[src/design/ppsdi_pkg.sv]
// Purpose: Constants, maps and carrier types for the port pair switch and direction init block.
// Assumes: Classic Wishbone, 32-bit data, one register per aligned word, byte address = index * 4.
// Notes: Summary of operation follows.
// Summary of operation
// - 64-pin bit 6 swaps B6 for C0
// - 64-pin bit 7 swaps B7 for C1
// - 64-pin bits 5..0 read zero, write zero
// - 48-pin bit 0 swaps B0 for C0
// - 48-pin bit 1 swaps B1 for C1
// - 48-pin bit 3 swaps B3 for C2
// - 48-pin bit 5 swaps B5 for C3
// - 48-pin bits 2,4,6,7 read zero, write zero
// - All selects set gives full port C
// - 64-pin shared pins keep port B peripherals
// - 48-pin shared pins keep port B peripherals
// - Direction bit one means output, zero input
// - Input-only pins have reserved direction bits
// - Pull-up only for inputs with control set
package ppsdi_pkg;
  localparam int ADR_W = 32;
  localparam int DAT_W = 32;
  localparam int PORT_W = 8;
  // Word indices; the byte address is the index times four
  localparam logic [31:0] IDX_SWAP48 = 32'h0008C120;
  localparam logic [31:0] IDX_SWAP64 = 32'h0008C121;
  localparam logic [31:0] IDX_DIR_B = 32'h0008C100;
  localparam logic [31:0] IDX_DIR_C = 32'h0008C101;
  localparam logic [31:0] IDX_OUT_B = 32'h0008C102;
  localparam logic [31:0] IDX_OUT_C = 32'h0008C103;
  localparam logic [31:0] IDX_IN_B = 32'h0008C104;
  localparam logic [31:0] IDX_IN_C = 32'h0008C105;
  localparam logic [31:0] IDX_MODE_B = 32'h0008C106;
  localparam logic [31:0] IDX_PULL_B = 32'h0008C107;
  localparam logic [31:0] IDX_PULL_C = 32'h0008C108;
  localparam logic [31:0] IDX_DIR_P3 = 32'h0008C109;
  localparam logic [31:0] IDX_DIR_PH = 32'h0008C10A;
  localparam logic [31:0] IDX_STATUS = 32'h0008C10B;
  localparam logic [7:0] SWAP64_MASK = 8'hC0;
  localparam logic [7:0] SWAP48_MASK = 8'h2B;
  localparam logic [7:0] SWAP_RST = 8'h00;
  localparam logic [7:0] REG_RST = 8'h00;
  localparam logic [7:0] DIR_P3_MASK = 8'hDF;
  localparam logic [7:0] DIR_PH_MASK = 8'h7F;
  localparam logic [31:0] READ_ZERO = 32'h00000000;
  localparam int STAT_PKG64 = 0;
  localparam int STAT_C_FULL = 1;
  // Port C bit carried by each port B pin, entry i for pin B(i)
  localparam logic [7:0][2:0] C_OF_B64 = {3'h1, 3'h0, 3'h0, 3'h0, 3'h0, 3'h0, 3'h0, 3'h0};
  localparam logic [7:0][2:0] C_OF_B48 = {3'h0, 3'h0, 3'h3, 3'h0, 3'h2, 3'h0, 3'h1, 3'h0};
  // Port B pin that can carry each port C bit, entry j for bit C(j)
  localparam logic [7:0][2:0] B_OF_C64 = {3'h0, 3'h0, 3'h0, 3'h0, 3'h0, 3'h0, 3'h7, 3'h6};
  localparam logic [7:0][2:0] B_OF_C48 = {3'h0, 3'h0, 3'h0, 3'h0, 3'h5, 3'h3, 3'h1, 3'h0};
  localparam logic [7:0] C_SHARED64 = 8'h03;
  localparam logic [7:0] C_SHARED48 = 8'h0F;

  typedef struct packed {
    logic dat;
    logic dir;
    logic pullup_ctrl;
  } ppsdi_gpio_t;

  typedef struct packed {
    logic o;
    logic oe;
    logic pu;
  } ppsdi_pad_t;
endpackage

[src/design/ppsdi_pin_cell.sv]
// Purpose: Function select for one port B pin that may carry a port C bit.
// Assumes: Controls come from registers on the same clock.
// Notes: Combinational; the top registers the pad result.
module ppsdi_pin_cell
  import ppsdi_pkg::*;
(
  input wire logic swap,
  input wire logic pin_mode_ctrl,
  input wire logic periph_o,
  input wire logic periph_oe,
  input wire ppsdi_gpio_t gpio_b,
  input wire ppsdi_gpio_t gpio_c,
  output ppsdi_pad_t pad
);
  ppsdi_gpio_t sel;

  always_comb begin
    sel = swap ? gpio_c : gpio_b;
    if (pin_mode_ctrl) begin
      // Peripheral path ignores the swap so the pin keeps its port B function
      pad.o = periph_o;
      pad.oe = periph_oe;
      pad.pu = ~periph_oe & gpio_b.pullup_ctrl;
    end else begin
      pad.o = sel.dat;
      pad.oe = sel.dir;
      pad.pu = ~sel.dir & sel.pullup_ctrl;
    end
  end
endmodule

[src/design/ppsdi_sync.sv]
// Purpose: Two flip-flop synchroniser for pin levels.
// Assumes: Each bit is an independent level.
// Notes: Only the second stage may be read.
module ppsdi_sync #(
  parameter int W = 8
) (
  input wire logic CLK,
  input wire logic ARST_N,
  input wire logic [W-1:0] d,
  output logic [W-1:0] q
);
  logic [W-1:0] meta;

  always_ff @(posedge CLK or negedge ARST_N) begin
    if (!ARST_N) begin
      meta <= '0;
      q <= '0;
    end else begin
      meta <= d;
      q <= meta;
    end
  end
endmodule

[src/design/ppsdi_top.sv]
// Purpose: Port B / port C pin swapping with its register file on classic Wishbone.
// Assumes: Pins and the package strap are asynchronous and are synchronised here.
// Notes: Peripheral signals for port B come from logic on CLK and are not synchronised.
module ppsdi_top
  import ppsdi_pkg::*;
(
  input wire logic CLK,
  input wire logic ARST_N,
  input wire logic [ADR_W-1:0] WB_ADR_I,
  input wire logic [DAT_W-1:0] WB_DAT_I,
  output logic [DAT_W-1:0] WB_DAT_O,
  input wire logic [3:0] WB_SEL_I,
  input wire logic WB_WE_I,
  input wire logic WB_CYC_I,
  input wire logic WB_STB_I,
  output logic WB_ACK_O,
  input wire logic PKG_SEL64,
  input wire logic [PORT_W-1:0] PORT_BRAVO_I,
  output logic [PORT_W-1:0] PORT_BRAVO_O,
  output logic [PORT_W-1:0] PORT_BRAVO_OE,
  output logic [PORT_W-1:0] PORT_BRAVO_PU,
  input wire logic [PORT_W-1:0] PORT_CHARLIE_I,
  output logic [PORT_W-1:0] PORT_CHARLIE_O,
  output logic [PORT_W-1:0] PORT_CHARLIE_OE,
  output logic [PORT_W-1:0] PORT_CHARLIE_PU,
  input wire logic [PORT_W-1:0] PERIPH_B_O,
  input wire logic [PORT_W-1:0] PERIPH_B_OE,
  output logic [PORT_W-1:0] PERIPH_B_I,
  output logic [PORT_W-1:0] DIR_PORT3,
  output logic [PORT_W-1:0] DIR_PORTH
);
  logic [7:0] swap_sel_48pin;
  logic [7:0] swap_sel_64pin;
  logic [PORT_W-1:0] pin_direction_b;
  logic [PORT_W-1:0] pin_direction_c;
  logic [PORT_W-1:0] out_data_b;
  logic [PORT_W-1:0] out_data_c;
  logic [PORT_W-1:0] pin_mode_ctrl_b;
  logic [PORT_W-1:0] pullup_ctrl_b;
  logic [PORT_W-1:0] pullup_ctrl_c;
  logic [7:0] pin_direction_p3;
  logic [7:0] pin_direction_ph;
  logic [2*PORT_W:0] sync_d;
  logic [2*PORT_W:0] sync_q;
  logic [PORT_W-1:0] port_bravo_in;
  logic [PORT_W-1:0] port_charlie_in;
  logic pkg64;
  logic [PORT_W-1:0] eff_swap;
  logic [PORT_W-1:0] c_taken;
  logic [PORT_W-1:0] c_in_data;
  logic c_full;
  logic [7:0] status;
  ppsdi_pad_t pad_b [PORT_W];
  ppsdi_pad_t pad_c [PORT_W];
  logic req;
  logic wr_lo;
  logic [29:0] word_idx;
  logic [DAT_W-1:0] next_rdata;

  // Pin levels and the package strap cross in through two flops
  assign sync_d = {PKG_SEL64, PORT_CHARLIE_I, PORT_BRAVO_I};

  ppsdi_sync #(
    .W(2 * PORT_W + 1)
  ) u_sync (
    .CLK(CLK),
    .ARST_N(ARST_N),
    .d(sync_d),
    .q(sync_q)
  );

  assign port_bravo_in = sync_q[PORT_W-1:0];
  assign port_charlie_in = sync_q[2*PORT_W-1:PORT_W];
  assign pkg64 = sync_q[2*PORT_W];

  // Only the register of the strapped package steers the pins; the other is plain storage
  always_comb begin
    if (pkg64) begin
      eff_swap = swap_sel_64pin & SWAP64_MASK;
    end else begin
      eff_swap = swap_sel_48pin & SWAP48_MASK;
    end
  end

  // Port C is a full byte once every select of the live register is set
  always_comb begin
    if (pkg64) begin
      c_full = (swap_sel_64pin & SWAP64_MASK) == SWAP64_MASK;
    end else begin
      c_full = (swap_sel_48pin & SWAP48_MASK) == SWAP48_MASK;
    end
  end

  assign status = {6'h00, c_full, pkg64};

  genvar gi;
  generate
    for (gi = 0; gi < PORT_W; gi++) begin : g_pin
      logic [2:0] c_idx;
      logic [2:0] b_src;
      logic c_shared;
      ppsdi_gpio_t gpio_b;
      ppsdi_gpio_t gpio_c;

      assign c_idx = pkg64 ? C_OF_B64[gi] : C_OF_B48[gi];
      assign gpio_b = '{dat: out_data_b[gi], dir: pin_direction_b[gi], pullup_ctrl: pullup_ctrl_b[gi]};
      assign gpio_c = '{dat: out_data_c[c_idx], dir: pin_direction_c[c_idx], pullup_ctrl: pullup_ctrl_c[c_idx]};

      ppsdi_pin_cell u_cell (
        .swap(eff_swap[gi]),
        .pin_mode_ctrl(pin_mode_ctrl_b[gi]),
        .periph_o(PERIPH_B_O[gi]),
        .periph_oe(PERIPH_B_OE[gi]),
        .gpio_b(gpio_b),
        .gpio_c(gpio_c),
        .pad(pad_b[gi])
      );

      // Port C bit gi may have moved onto a port B pin
      assign b_src = pkg64 ? B_OF_C64[gi] : B_OF_C48[gi];
      assign c_shared = pkg64 ? C_SHARED64[gi] : C_SHARED48[gi];
      assign c_taken[gi] = c_shared & eff_swap[b_src];
      assign c_in_data[gi] = c_taken[gi] ? port_bravo_in[b_src] : port_charlie_in[gi];

      // A native port C pin whose bit moved away is left floating with no pull-up
      always_comb begin
        pad_c[gi].o = out_data_c[gi];
        pad_c[gi].oe = pin_direction_c[gi] & ~c_taken[gi];
        pad_c[gi].pu = ~pin_direction_c[gi] & pullup_ctrl_c[gi] & ~c_taken[gi];
      end
    end
  endgenerate

  // Pad drive is registered; reset clears it so no pull-up is on during reset
  always_ff @(posedge CLK or negedge ARST_N) begin
    if (!ARST_N) begin
      PORT_BRAVO_O <= '0;
      PORT_BRAVO_OE <= '0;
      PORT_BRAVO_PU <= '0;
      PORT_CHARLIE_O <= '0;
      PORT_CHARLIE_OE <= '0;
      PORT_CHARLIE_PU <= '0;
    end else begin
      for (int i = 0; i < PORT_W; i++) begin
        PORT_BRAVO_O[i] <= pad_b[i].o;
        PORT_BRAVO_OE[i] <= pad_b[i].oe;
        PORT_BRAVO_PU[i] <= pad_b[i].pu;
        PORT_CHARLIE_O[i] <= pad_c[i].o;
        PORT_CHARLIE_OE[i] <= pad_c[i].oe;
        PORT_CHARLIE_PU[i] <= pad_c[i].pu;
      end
    end
  end

  // Peripherals always see the port B pins, swapped or not
  assign PERIPH_B_I = port_bravo_in;

  assign DIR_PORT3 = pin_direction_p3;
  assign DIR_PORTH = pin_direction_ph;

  // Bus slave: ack one cycle after the request, dropped for one cycle after each ack
  assign req = WB_CYC_I & WB_STB_I & ~WB_ACK_O;
  assign wr_lo = req & WB_WE_I & WB_SEL_I[0];
  assign word_idx = WB_ADR_I[31:2];

  always_ff @(posedge CLK or negedge ARST_N) begin
    if (!ARST_N) begin
      WB_ACK_O <= 1'b0;
    end else begin
      WB_ACK_O <= req;
    end
  end

  // Reserved bits are masked on the way in as well as on read
  always_ff @(posedge CLK or negedge ARST_N) begin
    if (!ARST_N) begin
      swap_sel_48pin <= SWAP_RST;
      swap_sel_64pin <= SWAP_RST;
    end else if (wr_lo) begin
      if (word_idx == IDX_SWAP48[29:0]) begin
        swap_sel_48pin <= WB_DAT_I[7:0] & SWAP48_MASK;
      end
      if (word_idx == IDX_SWAP64[29:0]) begin
        swap_sel_64pin <= WB_DAT_I[7:0] & SWAP64_MASK;
      end
    end
  end

  always_ff @(posedge CLK or negedge ARST_N) begin
    if (!ARST_N) begin
      pin_direction_b <= REG_RST;
      pin_direction_c <= REG_RST;
      pin_direction_p3 <= REG_RST;
      pin_direction_ph <= REG_RST;
    end else if (wr_lo) begin
      if (word_idx == IDX_DIR_B[29:0]) begin
        pin_direction_b <= WB_DAT_I[7:0];
      end
      if (word_idx == IDX_DIR_C[29:0]) begin
        pin_direction_c <= WB_DAT_I[7:0];
      end
      // Input-only pins can never be turned into outputs
      if (word_idx == IDX_DIR_P3[29:0]) begin
        pin_direction_p3 <= WB_DAT_I[7:0] & DIR_P3_MASK;
      end
      if (word_idx == IDX_DIR_PH[29:0]) begin
        pin_direction_ph <= WB_DAT_I[7:0] & DIR_PH_MASK;
      end
    end
  end

  always_ff @(posedge CLK or negedge ARST_N) begin
    if (!ARST_N) begin
      out_data_b <= REG_RST;
      out_data_c <= REG_RST;
    end else if (wr_lo) begin
      if (word_idx == IDX_OUT_B[29:0]) begin
        out_data_b <= WB_DAT_I[7:0];
      end
      if (word_idx == IDX_OUT_C[29:0]) begin
        out_data_c <= WB_DAT_I[7:0];
      end
    end
  end

  always_ff @(posedge CLK or negedge ARST_N) begin
    if (!ARST_N) begin
      pin_mode_ctrl_b <= REG_RST;
      pullup_ctrl_b <= REG_RST;
      pullup_ctrl_c <= REG_RST;
    end else if (wr_lo) begin
      if (word_idx == IDX_MODE_B[29:0]) begin
        pin_mode_ctrl_b <= WB_DAT_I[7:0];
      end
      if (word_idx == IDX_PULL_B[29:0]) begin
        pullup_ctrl_b <= WB_DAT_I[7:0];
      end
      if (word_idx == IDX_PULL_C[29:0]) begin
        pullup_ctrl_c <= WB_DAT_I[7:0];
      end
    end
  end

  // Read mux; unmapped words answer zero so a stray access never hangs the bus
  always_comb begin
    next_rdata = READ_ZERO;
    if (word_idx == IDX_SWAP48[29:0]) begin
      next_rdata[7:0] = swap_sel_48pin & SWAP48_MASK;
    end else if (word_idx == IDX_SWAP64[29:0]) begin
      next_rdata[7:0] = swap_sel_64pin & SWAP64_MASK;
    end else if (word_idx == IDX_DIR_B[29:0]) begin
      next_rdata[7:0] = pin_direction_b;
    end else if (word_idx == IDX_DIR_C[29:0]) begin
      next_rdata[7:0] = pin_direction_c;
    end else if (word_idx == IDX_OUT_B[29:0]) begin
      next_rdata[7:0] = out_data_b;
    end else if (word_idx == IDX_OUT_C[29:0]) begin
      next_rdata[7:0] = out_data_c;
    end else if (word_idx == IDX_IN_B[29:0]) begin
      next_rdata[7:0] = port_bravo_in;
    end else if (word_idx == IDX_IN_C[29:0]) begin
      next_rdata[7:0] = c_in_data;
    end else if (word_idx == IDX_MODE_B[29:0]) begin
      next_rdata[7:0] = pin_mode_ctrl_b;
    end else if (word_idx == IDX_PULL_B[29:0]) begin
      next_rdata[7:0] = pullup_ctrl_b;
    end else if (word_idx == IDX_PULL_C[29:0]) begin
      next_rdata[7:0] = pullup_ctrl_c;
    end else if (word_idx == IDX_DIR_P3[29:0]) begin
      next_rdata[7:0] = pin_direction_p3 & DIR_P3_MASK;
    end else if (word_idx == IDX_DIR_PH[29:0]) begin
      next_rdata[7:0] = pin_direction_ph & DIR_PH_MASK;
    end else if (word_idx == IDX_STATUS[29:0]) begin
      next_rdata[7:0] = status;
    end
  end

  // Data is loaded only with a read ack, otherwise the last value stays
  always_ff @(posedge CLK or negedge ARST_N) begin
    if (!ARST_N) begin
      WB_DAT_O <= READ_ZERO;
    end else if (req & ~WB_WE_I) begin
      WB_DAT_O <= next_rdata;
    end
  end
endmodule

[config.mk]
export PLATFORM = sky130hd
export DESIGN_NAME = ppsdi_top
export DESIGN_NICKNAME = d
export VERILOG_FILES = /design/src/design/ppsdi_pkg.sv /design/src/design/ppsdi_pin_cell.sv /design/src/design/ppsdi_sync.sv /design/src/design/ppsdi_top.sv
export SDC_FILE = /design/constraint.sdc
export NUM_CORES = 1
export LEC_CHECK = 0
export BUFFER_PORTS_ARGS = -buffer_cell sky130_fd_sc_hd__buf_2
export CELL_PAD_IN_SITES_DETAIL_PLACEMENT = 0
export CELL_PAD_IN_SITES_GLOBAL_PLACEMENT = 1
export CORE_MARGIN = 2
export CORE_UTILIZATION = 25
export DETAILED_ROUTE_END_ITERATION = 16
export GPL_TIMING_DRIVEN = 0
export PLACE_DENSITY_LB_ADDON = 0.1
export SLEW_MARGIN = 5
export SYNTH_ARGS = -nofsm -noshare
export SYNTH_HDL_FRONTEND = slang
export SYNTH_HIERARCHICAL = 1
export SYNTH_SLANG_ARGS = --single-unit
[constraint.sdc]
create_clock -name CLK -period 2.84 [get_ports CLK]
set_input_delay 0.852 -clock CLK [delete_from_list [all_inputs] [get_ports CLK]]
set_output_delay 0.852 -clock CLK [all_outputs]
set_load 0.1 [all_outputs]
# Yosys cells after proc, flatten, opt, wreduce, memory -nomap -nowiden
# Cells that the tools add are included.
# totals
reg_bits	167
elab_cells	208
output_inout_bits	105
inputBits	106
# classes
n_mux	84
eq_ne	16
order_cmp	7
bitwise	69
reduce_logical	11
# op_table
cell	n
30-bit by 20-bit equality test with 1-bit output, second input constant	14
8-bit 2-to-1 mux	13
1-bit binary-select mux with 3-bit select	20
3-bit 2-to-1 mux	19
1-bit AND	39
1-bit NOT	30
1-bit 2-to-1 mux	28
2-bit AND reduction	11
3-bit by 4-bit less-than comparator with 1-bit output, second input constant	3
1-bit by 4-bit less-than comparator with 1-bit output, second input constant	2
2-bit by 4-bit less-than comparator with 1-bit output, second input constant	2
7-bit 2-to-1 mux	1
2-bit 2-to-1 mux	3
4-bit equality test, second input constant	1
2-bit equality test, second input constant	1

# Depth between registers and ports, before layout
# depth
word_depth	16
mapped_depth	8
depth_no_buf	6

# By module
# Netlist, hierarchy kept.
# modules_own_cells
mod	area_each_um2	cells_each	seq_area_each_um2	n_inst
ppsdi_top	6162.2	530	3328.2	1
ppsdi_sync	850.8	34	850.8	1
ppsdi_pin_cell	67.6	11	0.0	8

# Worst setup path after synthesis
# No wires, ideal clock.
# synth_path
kind	input-to-reg
startpoint	input WB_ADR_I[30]
endpoint	register out_data_b[0]
setup_ps	125
n_path_buf	0
t_required_ps	2715
setup_slack_ps	92
path_stages	6
arrival_ps	2623
path_cell_list	nor4b_1 > nand4_1 > or3_4 > nor3_4 > nand2_1 > mux2_2
# synth_via
elab_chain_len	2
# synth_rtl
element	line_no	text
from (decl)	ppsdi_top.sv:9	input wire logic [ADR_W-1:0] WB_ADR_I,
30-bit by 20-bit equality test with 1-bit output	ppsdi_top.sv:217	if (word_idx == IDX_OUT_B[29:0]) begin
2-bit AND reduction (no line)	n/a	
to (signal assigned)	ppsdi_top.sv:218	out_data_b <= WB_DAT_I[7:0];
to (decl)	ppsdi_top.sv:36	logic [PORT_W-1:0] out_data_b;
# No other way between the ends.
# A chain may end at the register's enable or synchronous reset.

# Worst setup path after layout
# layout_path
startpoint	input WB_ADR_I[18]
endpoint	register pullup_ctrl_c[3]
# layout_via
elab_chain_len	2
# layout_rtl
element	line_no	text
30-bit by 20-bit equality test with 1-bit output	ppsdi_top.sv:238	if (word_idx == IDX_PULL_C[29:0]) begin
2-bit AND reduction (no line)	n/a	
to (signal assigned)	ppsdi_top.sv:239	pullup_ctrl_c <= WB_DAT_I[7:0];
to (decl)	ppsdi_top.sv:40	logic [PORT_W-1:0] pullup_ctrl_c;
# No other way between the ends.

==> results.tsv <==
stage	metric	value	unit
logic_synthesis	Synth Instances	652	
global_route	largest net degree at the start of global routing	110	
drt	Vias	5839	
sta	Fmax	353.5	MHz
floorplan	Die X	177.8	um
global_route	vias in the first global route	6029	
floorplan	Initial Util	25.42	%
drt	total wire length	27860	um
global_route	GRT Total Usage	18.02	%
cts	Root Driver	clkbuf_16	
sta	Tcrit/Tclk final	99.62	%
global_route	first-pass GRT wire length	40600	um
cts	clk_lat worst skew	440	ps
worst_setup_path	CP endpoint kind	flip-flop	
power_and_ir_drop	Leakage	4.780	nW
drt	drt pass-1 iters	5	
logic_synthesis	Synth Area per Inst	11.59	um^2
worst_setup_path	CP startpoint kind	input port	
finish	Finished Layout Cells	1265	
finish	share of layout cells above drive strength 1	37.71	%
worst_setup_path	R2R Setup Slk	150	ps
logic_synthesis	post-synth top area share	55.33	%
drt	post-route ant nets	0	
logic_synthesis	Synth Area in Compound Gates	9.889	%
logic_synthesis	EDFF count, synth	0	
logic_synthesis	Synth cell types	55	
cts	H-tree depth	4	
logic_synthesis	top cells by area, synth	dfrtp_1, mux2_2, mux2i_1	
logic_synthesis	asr flop ratio synth	100.0	%
worst_setup_path	RR Startpoint	u_sync/q[16]$_DFF_PN0_	
global_route	initial antenna violation count	0	
worst_setup_path	kind of critical path	in -> reg	
finish	largest registers	u_sync/meta: 17 flops, u_sync/q: 17 flops	
sta	Slew headroom	8.848	%
worst_setup_path	arrival time at the worst endpoint	3140	ps
placed_design	Placed Cells	1226	
sta	Fin Setup TNS	0	ps
sta	fin. max-slew vios	0	
logic_synthesis	most common flop cell mapped by yosys	dfrtp_1	
drt	Iter 0 DRT Violations	350	
drt	Avg Vias per Cell	4.616	
floorplan	full die area	31620	um^2
cts	clk slew on worst S/H paths	70	ps
worst_setup_path	worst setup path startpoint	WB_ADR_I[18]	
logic_synthesis	Commonest cells post-synth	dfrtp_1, mux2_2, nand2_1, mux2i_1, o21ai_0	
floorplan	core area	29720	um^2
placed_design	port bufs	150	
finish	Multi-input gate area	3207	um^2
floorplan	# rows	63	
finish	area grow syn2layout	28.82	%
power_and_ir_drop	overall power	5.441	mW
power_and_ir_drop	worst vdd ir	0.0003327	V
logic_synthesis	synthesized area	7553	um^2
finish	register area	4179	um^2
floorplan	# IOs	211	
global_route	GRT overflow	0	
sta	Tmin final	2829	ps
logic_synthesis	largest family of logic cells by synthesized area	multiplexers	
worst_setup_path	CP required	3150	ps
power_and_ir_drop	power per cell area	559.2	nW/um^2
sta	unrepaired setup endpoints after global routing	true	
finish	Final #Nets	968	
sta	final setup fails	0	
logic_synthesis	post-synthesis xor/xnor area fraction	0	%
sta	Worst Tran Pin Value	1357	ps
worst_setup_path	r2r worst-path depth	7	
min_path	worst hold path type	in -> async	
flow_run	maxcap violations	0	
placed_design	Final Wtd Congestion	0.8588	
logic_synthesis	flops & latches, synth	167	
cts	CTS tree	done	
worst_setup_path	Setup crit end	pullup_ctrl_c[3]$_DFFE_PN0P_	
floorplan	Die H	177.8	um
placed_design	post-DP HPWL	19560	um
drt	WL per Instance	22.02	um
finish	Layout fillers	3035	
logic_synthesis	post-synthesis mux area share	17.89	%
worst_setup_path	FF-to-FF End	WB_DAT_O[2]$_DFFE_PN0P_	
cts	Sink Count	167	
logic_synthesis	synth warn	6	
worst_setup_path	CP max FO	8	
finish	n_diodes	0	
logic_synthesis	count leader, synth	dfrtp_1	
logic_synthesis	area share of fa/ha/maj cells after synthesis	0	%
drt	Residual DRC	0	
sta	Worst Skew	10.91	ps
run_status	status	finished clean	
sta	Final Hold Fails	0	
cts	TritonCTS Buffers	17	
logic_synthesis	simple-gate share of the synthesized area	11.68	%
logic_synthesis	post-synth top area cell	dfrtp_1	
logic_synthesis	sequential fraction of the synthesis area	55.33	%
cts	CTS Buffer Depth	2	
cts	CTS Hold Bufs	0	
where the power goes:
part,total [mW],internal [mW],switching [mW]
combinational,0.648,0.131,0.517
clock,2.35,1.26,1.09
sequential,2.44,2.41,0.0282
total,5.44,3.81,1.63
layout make-up:
cell class,instances,area share [%]
Inverter,25,0.9772
Clock buffer,19,4.552
Multi-Input combinational cell,440,32.96
Sequential cell,167,42.95
Timing Repair Buffer,159,8.975
Buffer,52,3.125
Tap cell,390,5.015
Clock inverter,13,1.453
logic make-up after synthesis:
logic type             count (synthesis)
AO/OA/AOI/OAI                        122
buffers and inverters                 78
flip-flops                           167
multiplexers                         123
other                                  1
AND/OR/NAND/NOR                      161
through the flow:
step | hold WS [ps] | util, % | instance area (um^2) | worst slack, ps
final | 326.1 | 32.74 | 9731 | 10.90
after global routing | 346.6 | 32.74 | 9731 | -180.3
after CTS | 341.2 | 32.38 | 9622 | -68.38
after detailed placement | 334.7 | 30.15 | 8960 | -1402
after global placement | 332.0 | 30.00 | 8916 | -1836
after floorplan | 331.2 | - | 7677 | 91.96
worst min-delay path by stage:
stage               slack, ps  cells after the start                       from                           to
floorplan                 330                      0   u_sync/meta[0]$_DFF_PN0_        u_sync/q[0]$_DFF_PN0_
global placement          330                      0   u_sync/meta[4]$_DFF_PN0_        u_sync/q[4]$_DFF_PN0_
detailed placement        330                      0  u_sync/meta[13]$_DFF_PN0_       u_sync/q[13]$_DFF_PN0_
CTS                       340                      1                     ARST_N     u_sync/meta[2]$_DFF_PN0_
global route              350                      1                     ARST_N  PORT_CHARLIE_O[7]$_DFF_PN0_
finish                    330                      1                     ARST_N     u_sync/meta[2]$_DFF_PN0_
worst max-delay path: stages:
cell and delay (ps):
buf_2 100, nor4b_1 390, nand4_1 260, or3_4 440, nor2_2 220, nand3_2 420, mux2_2 450
cells in the final DEF, fill, tap and decap left out, drive strengths merged, types with 24 or more instances in the layout:
cell type  instances
inv               27
nor2              24
dfrtp            167
nand2             51
mux2i             36
buf              193
conb              34
o21ai             53
clkbuf            36
mux2              86
per-layer routing:
| metal | GRT usage (%) | up-vias | share of wire (%) |
|---|---|---|---|
| met5 | 0 | - | 0 |
| met4 | 4.884 | 0 | 1.5 |
| met3 | 2.956 | 20 | 4.4 |
| met2 | 28.75 | 183 | 47 |
| met1 | 25.25 | 2924 | 47 |
| li1 | - | 2712 | - |
repair_timing:
item,CTS,global route
buffers inserted,2,6
endpoints found under the setup margin,84,79
pin swaps,2,2
resized for setup,16,9
gates cloned,0,0
Power figures use the tool's default switching activity.
